## config.mk

```make
export PLATFORM = sky130hd
export DESIGN_NAME = sadcm_frame_master
export DESIGN_NICKNAME = d
export VERILOG_FILES = /design/src/design/sadcm_pkg.sv /design/src/design/sadcm_sp_if.sv /design/src/design/sadcm_frame_master.sv /design/src/design/sadcm_shift_port.sv
export SDC_FILE = /design/constraint.sdc
export NUM_CORES = 1
export LEC_CHECK = 0
export BUFFER_PORTS_ARGS = -buffer_cell sky130_fd_sc_hd__buf_2
export CAP_MARGIN = 5
export CORE_ASPECT_RATIO = 1.4
export CORE_MARGIN = 5
export CORE_UTILIZATION = 54
export CTS_CLUSTER_DIAMETER = 120
export DETAILED_ROUTE_END_ITERATION = 16
export GPL_ROUTABILITY_DRIVEN = 1
export GPL_TIMING_DRIVEN = 0
export PLACE_DENSITY = 0.76
export SYNTH_ARGS = -nofsm -noshare
export SYNTH_HDL_FRONTEND = slang
export SYNTH_HIERARCHICAL = 1
export SYNTH_SLANG_ARGS = --single-unit
```

## constraint.sdc

```tcl
create_clock -name mclk -period 2.1 [get_ports mclk]
set_input_delay 0.21 -clock mclk [delete_from_list [all_inputs] [get_ports mclk]]
set_output_delay 0.21 -clock mclk [all_outputs]
set_load 0.05 [all_outputs]
```

## src/design/sadcm_pkg.sv

```systemverilog
// Purpose: Shared constants for the serial converter frame master
// Assumes: 20 MHz mclk, converter clocked in mode 0 style
// Notes: What this block does is listed below
// What this block does
// - Chip select low before any clock pulse
// - Clear result, copy channel at acquisition start
// - Channel address is low nibble of channel
// - Sample data in before clock, shift in LSB
// - Address bit out before clock, MSB first
// - Clock goes high then low, rests low
// - First phase is exactly four bit periods
// - Six more capture-only periods, address ignored
// - Chip select high after final capture
// - Shift port enabled master, mode 0, control 50h
// - First byte sends channel, stores result high
// - Wait transfer done flag bit 7 first
// - Second byte brings two LSBs on top
package sadcm_pkg;
	localparam int CLK_NS       = 50;
	localparam int SCLK_HALF_NS = 500;
	localparam int HALF_CYC     = (SCLK_HALF_NS + CLK_NS - 1) / CLK_NS;
	localparam int CNT_W        = 8;
	localparam logic [CNT_W-1:0] HALF_CNT = CNT_W'(HALF_CYC - 1);
	localparam logic [CNT_W-1:0] CNT_ZERO = 8'h00;

	localparam int BYTE_W = 8;
	localparam int RES_W  = 16;
	localparam int ADC_W  = 10;
	localparam int NIB_W  = 4;

	localparam logic [3:0] ADDR_BITS = 4'h4;
	localparam logic [3:0] TAIL_BITS = 4'h6;
	localparam logic [3:0] ONE_BIT   = 4'h1;
	localparam logic [3:0] SP_BITS   = 4'h8;
	localparam int         ADDR_MSB  = 3;

	localparam logic [BYTE_W-1:0] SP_CTRL_VAL = 8'h50;
	localparam int SPC_EN   = 6;
	localparam int SPC_MSTR = 4;
	localparam int SPC_CPOL = 3;
	localparam int SPC_CPHA = 2;
	localparam int SPS_DONE = 7;
	localparam logic [BYTE_W-1:0] BYTE_ZERO = 8'h00;
	localparam logic [NIB_W-1:0]  NIB_ZERO  = 4'h0;
	localparam logic [RES_W-1:0]  RES_ZERO  = 16'h0000;
	localparam logic [ADC_W-1:0]  ADC_ZERO  = 10'h000;
	localparam int HI_LSB   = 8;
	localparam int LO_TOP   = 6;
endpackage

```

## src/design/sadcm_sp_if.sv

```systemverilog
// Purpose: Carrier between frame master and its byte shift port
// Assumes: Single mclk domain
// Notes: miso arrives already synchronised
`timescale 1ns/1ps
`default_nettype none
interface sadcm_sp_if;
	import sadcm_pkg::*;
	logic [BYTE_W-1:0] ctrl;
	logic              wr;
	logic [BYTE_W-1:0] tx;
	logic              ack;
	logic              miso;
	logic [BYTE_W-1:0] status;
	logic [BYTE_W-1:0] rx;
	logic              sclk;
	logic              mosi;
	modport port (input ctrl, wr, tx, ack, miso, output status, rx, sclk, mosi);
	modport cpu  (output ctrl, wr, tx, ack, miso, input status, rx, sclk, mosi);
endinterface
`default_nettype wire

```

## src/design/sadcm_frame_master.sv

```systemverilog
// Purpose: Reads one ten-bit result per frame from a serial converter
// Assumes: start pulses only while busy is low
// Notes: hw_mode picks the byte shift port instead of bit stepping
`timescale 1ns/1ps
`default_nettype none
module sadcm_frame_master (
	// Clock and reset
	input  wire logic                     mclk,
	input  wire logic                     rst_n,
	// Request
	input  wire logic                     start,
	input  wire logic                     hw_mode,
	input  wire logic [sadcm_pkg::BYTE_W-1:0] channel,
	// Answer
	output var  logic                     busy,
	output var  logic                     done,
	output var  logic [sadcm_pkg::ADC_W-1:0]  adc_value,
	output var  logic [sadcm_pkg::RES_W-1:0]  result,
	// Converter pins
	output var  logic                     cs_n,
	output var  logic                     sclk,
	output var  logic                     sdo,
	input  wire logic                     sdi
);
	import sadcm_pkg::*;

	typedef enum logic [3:0] {
		ST_IDLE,
		ST_SEL,
		ST_BIT,
		ST_SETUP,
		ST_HIGH,
		ST_LOW,
		ST_HW_SEND,
		ST_HW_WAIT,
		ST_DESEL
	} sadcm_state_e;

	typedef struct packed {
		sadcm_state_e      state;
		logic [CNT_W-1:0]  cnt;
		logic [3:0]        bits;
		logic              addr_ph;
		logic              hw;
		logic              byte_no;
		logic [BYTE_W-1:0] tmp_chn;
		logic [RES_W-1:0]  result;
		logic [ADC_W-1:0]  adc_value;
		logic              cs_n;
		logic              sclk;
		logic              sdo;
		logic              busy;
		logic              done;
		logic              sdi_s1;
		logic              sdi_s2;
		logic              sdi_s3;
		logic              sdi_v;
		logic [BYTE_W-1:0] sp_ctrl;
		logic              sp_wr;
		logic [BYTE_W-1:0] sp_tx;
		logic              sp_ack;
	} sadcm_fm_s;

	sadcm_fm_s r;
	sadcm_fm_s next_r;

	sadcm_sp_if sp_bus ();

	sadcm_shift_port u_shift_port (
		.mclk  (mclk),
		.rst_n (rst_n),
		.sp    (sp_bus.port)
	);

	// Address bit that goes out next, MSB of the low nibble
	function automatic logic addr_bit(input logic [BYTE_W-1:0] chn);
		return chn[ADDR_MSB];
	endfunction

	// Half-period timer shared by every timed state
	function automatic logic timer_done(input logic [CNT_W-1:0] c);
		return c == CNT_ZERO;
	endfunction

	assign sp_bus.ctrl = r.sp_ctrl;
	assign sp_bus.wr   = r.sp_wr;
	assign sp_bus.tx   = r.sp_tx;
	assign sp_bus.ack  = r.sp_ack;
	assign sp_bus.miso = r.sdi_v;

	always_comb begin
		next_r = r;
		next_r.done   = 1'b0;
		next_r.sp_wr  = 1'b0;
		next_r.sp_ack = 1'b0;

		// Pin sync; a change counts once the two later stages agree
		next_r.sdi_s1 = sdi;
		next_r.sdi_s2 = r.sdi_s1;
		next_r.sdi_s3 = r.sdi_s2;
		if (r.sdi_s2 == r.sdi_s3)
			next_r.sdi_v = r.sdi_s3;

		if (!timer_done(r.cnt))
			next_r.cnt = r.cnt - 1'b1;

		// Shift port pins pass through while its frame is open
		if (r.hw && !r.cs_n) begin
			next_r.sclk = sp_bus.sclk;
			next_r.sdo  = sp_bus.mosi;
		end

		case (r.state)
			ST_IDLE: begin
				next_r.cs_n = 1'b1;
				next_r.sclk = 1'b0;
				next_r.sdo  = 1'b0;
				if (start) begin
					next_r.busy    = 1'b1;
					next_r.hw      = hw_mode;
					next_r.cs_n    = 1'b0;
					next_r.tmp_chn = channel;
					next_r.result  = RES_ZERO;
					next_r.bits    = ADDR_BITS;
					next_r.addr_ph = 1'b1;
					next_r.byte_no = 1'b0;
					next_r.cnt     = HALF_CNT;
					if (hw_mode)
						next_r.sp_ctrl = SP_CTRL_VAL;
					next_r.state   = ST_SEL;
				end
			end
			// Select settles a half period before the first bit or byte step
			ST_SEL: begin
				if (timer_done(r.cnt))
					next_r.state = r.hw ? ST_HW_SEND : ST_BIT;
			end
			ST_BIT: begin
				// Sample before the rising edge; sync latency is within a half period
				next_r.result = {r.result[RES_W-2:0], r.sdi_v};
				if (r.addr_ph) begin
					next_r.tmp_chn = {r.tmp_chn[BYTE_W-2:0], r.tmp_chn[BYTE_W-1]};
					next_r.sdo     = addr_bit(r.tmp_chn);
				end else begin
					next_r.sdo = 1'b0;
				end
				next_r.cnt   = HALF_CNT;
				next_r.state = ST_SETUP;
			end
			ST_SETUP: begin
				if (timer_done(r.cnt)) begin
					next_r.sclk  = 1'b1;
					next_r.cnt   = HALF_CNT;
					next_r.state = ST_HIGH;
				end
			end
			ST_HIGH: begin
				if (timer_done(r.cnt)) begin
					next_r.sclk  = 1'b0;
					next_r.cnt   = HALF_CNT;
					next_r.state = ST_LOW;
				end
			end
			// Low half lets the converter move its data line
			ST_LOW: begin
				if (timer_done(r.cnt)) begin
					next_r.bits  = r.bits - 1'b1;
					next_r.state = ST_BIT;
					if (r.bits == ONE_BIT) begin
						if (r.addr_ph) begin
							next_r.addr_ph = 1'b0;
							next_r.bits    = TAIL_BITS;
						end else begin
							next_r.cnt   = HALF_CNT;
							next_r.state = ST_DESEL;
						end
					end
				end
			end
			ST_HW_SEND: begin
				next_r.sp_wr = 1'b1;
				// Address must lead, so the nibble moves to the top
				next_r.sp_tx = {r.tmp_chn[NIB_W-1:0], NIB_ZERO};
				next_r.state = ST_HW_WAIT;
			end
			ST_HW_WAIT: begin
				if (sp_bus.status[SPS_DONE] && !r.sp_ack) begin
					next_r.sp_ack = 1'b1;
					if (!r.byte_no) begin
						next_r.result[RES_W-1:HI_LSB] = sp_bus.rx;
						next_r.byte_no = 1'b1;
						next_r.state   = ST_HW_SEND;
					end else begin
						next_r.result[HI_LSB-1:0] = sp_bus.rx;
						next_r.cnt   = HALF_CNT;
						next_r.state = ST_DESEL;
					end
				end
			end
			ST_DESEL: begin
				if (timer_done(r.cnt)) begin
					next_r.cs_n  = 1'b1;
					next_r.sclk  = 1'b0;
					next_r.sdo   = 1'b0;
					next_r.busy  = 1'b0;
					next_r.done  = 1'b1;
					next_r.sp_ctrl = BYTE_ZERO;
					// Byte path leaves the two low bits at the top of its low byte
					if (r.hw)
						next_r.adc_value = {r.result[RES_W-1:HI_LSB],
							r.result[HI_LSB-1:LO_TOP]};
					else
						next_r.adc_value = r.result[ADC_W-1:0];
					next_r.state = ST_IDLE;
				end
			end
			default: begin
				next_r.state = ST_IDLE;
			end
		endcase
	end

	always_ff @(posedge mclk) begin
		if (!rst_n) begin
			r        <= '0;
			r.state  <= ST_IDLE;
			r.cs_n   <= 1'b1;
			r.sdi_v  <= 1'b0;
		end else begin
			r <= next_r;
		end
	end

	assign busy      = r.busy;
	assign done      = r.done;
	assign adc_value = r.adc_value;
	assign result    = r.result;
	assign cs_n      = r.cs_n;
	assign sclk      = r.sclk;
	assign sdo       = r.sdo;
endmodule
`default_nettype wire

```

## src/design/sadcm_shift_port.sv

```systemverilog
// Purpose: Byte-wide serial shift port, master only
// Assumes: Control value written before the first byte
// Notes: Done flag set wins over a same-cycle acknowledge
`timescale 1ns/1ps
`default_nettype none
module sadcm_shift_port (
	// Clock and reset
	input  wire logic  mclk,
	input  wire logic  rst_n,
	// Frame master side
	sadcm_sp_if.port   sp
);
	import sadcm_pkg::*;

	typedef struct packed {
		logic              run;
		logic              ph;
		logic [CNT_W-1:0]  cnt;
		logic [3:0]        bits;
		logic [BYTE_W-1:0] shreg;
		logic              rxbit;
		logic [BYTE_W-1:0] rx;
		logic              flag;
		logic              sclk;
		logic              mosi;
	} sadcm_sp_s;

	sadcm_sp_s r;
	sadcm_sp_s next_r;
	logic      enabled;
	logic      cpol;

	assign enabled = sp.ctrl[SPC_EN] & sp.ctrl[SPC_MSTR];
	assign cpol    = sp.ctrl[SPC_CPOL];

	always_comb begin
		next_r = r;
		if (sp.ack)
			next_r.flag = 1'b0;
		if (!r.run) begin
			next_r.sclk = cpol;
			if (sp.wr && enabled) begin
				// Mode 0: first bit stands before the first edge
				next_r.run   = 1'b1;
				next_r.ph    = 1'b0;
				next_r.cnt   = HALF_CNT;
				next_r.bits  = SP_BITS;
				next_r.shreg = sp.tx;
				next_r.mosi  = sp.tx[BYTE_W-1];
			end
		end else if (r.cnt != CNT_ZERO) begin
			next_r.cnt = r.cnt - 1'b1;
		end else if (!r.ph) begin
			next_r.ph    = 1'b1;
			next_r.cnt   = HALF_CNT;
			next_r.sclk  = ~cpol;
			next_r.rxbit = sp.miso;
		end else begin
			next_r.ph    = 1'b0;
			next_r.cnt   = HALF_CNT;
			next_r.sclk  = cpol;
			next_r.shreg = {r.shreg[BYTE_W-2:0], r.rxbit};
			next_r.mosi  = r.shreg[BYTE_W-2];
			next_r.bits  = r.bits - 1'b1;
			if (r.bits == ONE_BIT) begin
				next_r.run  = 1'b0;
				next_r.rx   = {r.shreg[BYTE_W-2:0], r.rxbit};
				next_r.flag = 1'b1;
			end
		end
	end

	always_ff @(posedge mclk) begin
		if (!rst_n)
			r <= '0;
		else
			r <= next_r;
	end

	assign sp.status = {r.flag, 7'h00};
	assign sp.rx     = r.rx;
	assign sp.sclk   = r.sclk;
	assign sp.mosi   = r.mosi;
endmodule
`default_nettype wire

```

### Word-level counts from Yosys, hierarchy flattened

Index checks and enable logic that the tools add are counted.

* add/sub/neg operators: 4
* equal/unequal tests: 25
* muxes and demuxes: 61
* bitwise gates (word level): 4
* reduce and logical (&&, ||, !) cells: 32

Operators with widths (number)
* $mux W12: 5
* $mux W8: 6
* $pmux W16 S3: 1
* $pmux W8 S6: 1
* $mux W22: 2
* $mux W43: 1
* $mux W9: 4
* $pmux W4 S9: 1
* $mux W17: 2
* $ne A2 B2 Y1 const B: 14
* $mux W24: 1
* $mux W7: 3
* $reduce_and A4 Y1: 5
* $reduce_and A3 Y1: 6
* $eq A4 B3 Y1 const B: 4
* $mux W16: 1
* $pmux W8 S2: 1
* $sub A8 B1 Y8 const B: 2
* $mux W1: 15
* $pmux W7 S2: 1
* $eq A4 B1 Y1 const B: 3
* $mux W4: 3
* $reduce_and A2 Y1: 6
* $mux W10: 1
* other kinds (21): 37

* register bits after elaboration: 108
* bits of input ports: 13
* output and inout bits: 31
* word-level logic and storage cells: 159

### Longest topological paths before layout

* word-level depth: 6
* gate-level depth with buffers: 10
* depth with buffers taken out: 9

### Modules after synthesis

The synthesis kept the hierarchy.

By module, submodules not included
* sadcm_frame_master: instances 1, cells an instance 408, area each 3619.7 um^2, seq. area each 1381.3 um^2
* sadcm_shift_port: instances 1, cells an instance 188, area each 1626.6 um^2, seq. area each 660.6 um^2

### Worst setup path before layout

No wires, ideal clock.

* path kind: reg2reg
* start: register r[68] (netlist bit)
* end: register r[68] (netlist bit)
* setup time: 0.127 ns
* data arrival time: 1.994 ns
* data required time: 1.973 ns
* path slack: -0.021 ns
* stages on the path, launching flop included: 10
* path buffers: 1
* clock period less this slack: 2.121 ns
* cells stage by stage: dfxtp_1 > inv_1 > ha_1 > nor3b_1 > and2_2 > inv_2 > buf_4 > ha_1 > o311ai_1 > a31oi_1

* cells in the longest elaborated chain, start to end: 6
* elaborated cells between the ends (all ways): 12
* those cells by class: add/sub: 1; mux: 10; reduce/logical: 1

RTL lines
* start, declared: RTL line sadcm_frame_master.sv:64 `sadcm_fm_s r;`
* start signal, assigned: RTL line sadcm_frame_master.sv:230 `r <= next_r;`
* $sub A8 B1 Y8 / $logic_not A8 Y1 (equally long branches): RTL line sadcm_frame_master.sv:105, sadcm_frame_master.sv:82
* $mux W8: RTL line sadcm_frame_master.sv:104 `if (!timer_done(r.cnt))`
* $mux W12: RTL line sadcm_frame_master.sv:170 `if (r.addr_ph) begin`
* $mux W17: RTL line sadcm_frame_master.sv:169 `if (r.bits == ONE_BIT) begin`
* $mux W17: RTL line sadcm_frame_master.sv:166 `if (timer_done(r.cnt)) begin`
* $pmux W8 S6 (*): RTL line sadcm_frame_master.sv:113 `case (r.state)`

Every way passes the cells marked *; elsewhere a longest branch is shown, timed or not. The select of a mux whose other input is x is not followed.
A chain may end at the register's enable or synchronous reset.

### Final worst setup path

Same ends and word-level chain as after synthesis.

==> summary.md <==
| Metric | Value |
|---|---|
| Status | `complete, no violations` |
| Crit share post-route | `94.49%` |
| Max Buffers Root-to-Sink | `2` |
| Core Box Area | `0.009407 mm^2` |
| DR vias/cell | `5.979` |
| Port bufs | `43` |
| Initial antenna violation count | `0` |
| WP data required | `2330 ps` |
| Layout Cells excl Fill | `766` |
| Leak pwr | `2.311 nW` |
| Setup CP Type | `reg2reg` |
| Share of layout cells above drive strength 1 | `23.63%` |
| Headroom to the max-slew limit | `53.72%` |
| Setup Skew | `6.838 ps` |
| Antenna Cells | `0` |
| Total CTS buffers | `9` |
| DP HPWL | `9.458 mm` |
| Fill cell count | `794` |
| Slowest cell on crit path | `dfxtp_2` |
| GRT Max-Usage Layer | `met2` |
| Hold Crit Class | `in2reg` |
| Final Hold Viols | `0` |
| Placed Instances | `745` |
| H-tree depth | `3` |
| Root buffer cell | `clkbuf_16` |
| Worst r2r src | `r[68]` |
| Max Cap Violations | `0` |
| Gp weighted congestion | `0.9069` |
| Max stage delay on crit path | `350 ps` |
| Final Max Slew Viols | `0` |
| Crit path DAT | `2220 ps` |
| GRT Total Usage | `22.59%` |
| Hold_ws | `72.13 ps` |
| Min-delay src | `sdi` |
| Power Density | `1071 mW/mm^2` |
| Placement row count | `42` |
| TritonCTS clock tree | `built` |
| Via count | `4580` |
| Drt pass-1 iters | `5` |
| Tmin final | `1984 ps` |
| Worst-margin pin slew | `694.1 ps` |
| Detailed Route WL | `12.98 mm` |
| Worst-skew pair later-pin latency | `360 ps` |
| Critical Path Start Type | `register` |
| Synth Instances | `588` |
| Syn Std Cell Area | `0.005190 mm^2` |
| Max Clock Freq | `504.0 MHz` |
| Critical Path Start | `r[68]` |
| IO Count | `44` |
| Die width | `92.86 um` |
| Crit Path Max Fanout | `10` |
| Critical-path cell list | `inv_1, ha_2, nor3b_4, and2_4, inv_2, buf_4, ha_4, o311ai_2, a31oi_1` |
| Die Area | `0.01170 mm^2` |
| Warnings from Yosys | `6` |
| Post-synthesis area per instance | `8.826 um^2` |
| Remaining antenna violation count | `0` |
| Met2 Use GR | `40.05%` |
| # setup viols final | `0` |
| TritonCTS Sinks | `102` |
| First-pass GRT wire length | `21.38 mm` |
| Largest net degree at the start of global routing | `17` |
| Vias in the first global route | `4355` |
| CTS Hold Bufs | `0` |
| GRT Residual Overflow | `0` |
| DR WL/cell | `16.94 um` |
| DRC | `0` |
| Starting Density | `55.17%` |
| RSZ-0062 raised after global routing | `false` |
| Met1 GRT Util | `26.76%` |
| Critical path capture point type | `register` |
| Area Overhead vs Synth | `14.71%` |
| Initial DRC Count | `341` |
| Die height | `126.0 um` |
| Worst vdd ir | `475.4 uV` |
| Met3 usage | `3.162%` |
| Clk slew on worst S/H paths | `70 ps` |
| Nets | `672` |
## path summary, 6_finish.rpt
path | endpoint | slack [ps] | depth (start not counted)
max reg2reg | r[68] | 120 | 9
max | r[68] | 120 | 9
min | next_r[20] | 70 | 2
min reg2reg | next_r[19] | 440 | 1
## metal layers
| metal | routed length, um | share of wire, % |
|---|---|---|
| met2 | 6751 | 52 |
| met5 | 0 | 0 |
| met1 | 5289 | 41 |
| met3 | 598 | 4.6 |
| met4 | 340 | 2.6 |
## where the power goes
group	switching, W	internal [W]	leakage (nW)
clock network	0.000745	0.000957	0.146
logic	0.00135	0.000906	1.34
registers	0.000265	0.00215	0.830
total	0.00236	0.00402	2.31
## per-stage QoR
step                      setup TNS (ps)  util [%]  total power (W)  instance area, um^2  setup slack [ps]
after floorplan                        0         -         0.004045                 5210             113.3
after global placement            -97.32     59.14         0.004446                 5563            -97.32
after detailed placement          -149.7     59.14         0.004499                 5563            -149.7
after CTS                              0     62.56         0.006286                 5884             2.053
after global routing                   0     63.29         0.006710                 5953             6.742
final                                  0     63.29         0.006378                 5953             115.7
## layout by cell type (no fill, tap or decap), types with 5 or more instances in the layout
cell type and instances:
dfxtp_1 101, nor2_1 71, buf_2 52, buf_4 46, nand2_1 36, a21oi_1 28, a211oi_1 24, a22oi_1 23
nand3_1 21, clkbuf_1 20, mux2i_1 19, o21ai_0 19, inv_1 18, a211oi_2 10, a311oi_1 9, a31oi_1 9
o31ai_1 9, clkbuf_16 9, nand2b_1 8, and3_1 6, ha_1 6, and2_1 5, xnor2_1 5, conb_1 5
## sequential cells by signal, indices dropped and copies added, names as in the netlist, 2 cells and up
register and cells:
u_shift_port/r 22, next_r 2, sp_bus.tx 4, result 16
u_shift_port/sp.rx 8, r 28, adc_value 10
## timing repair
action                     in CTS  in global routing
buffers inserted                2                  3
setup endpoints to repair       1                 23
resized for setup               2                  8
pin swaps                       2                  2
## critical path: cells and delay by family (launching register included)
family	cells	cell delay (ps)
AOI/OAI and AO/OA	2	360
adders and majority gates	2	420
DFF	1	350
and+or+nand+nor	2	400
buffers and inverters	3	330
## cell type report
| type | count | area [um^2] | area share (%) |
|---|---|---|---|
| clock buffer | 11 | 242.7 | 4.077 |
| clock inverter | 5 | 56.30 | 0.9458 |
| inverter | 19 | 71.32 | 1.198 |
| multi-input combinational | 398 | 2688 | 45.15 |
| sequential | 102 | 2043 | 34.32 |
| timing repair buffer | 48 | 252.7 | 4.245 |
| tap | 110 | 137.6 | 2.312 |
| buffer | 73 | 461.7 | 7.755 |
Power figures use the tool's default switching activity.
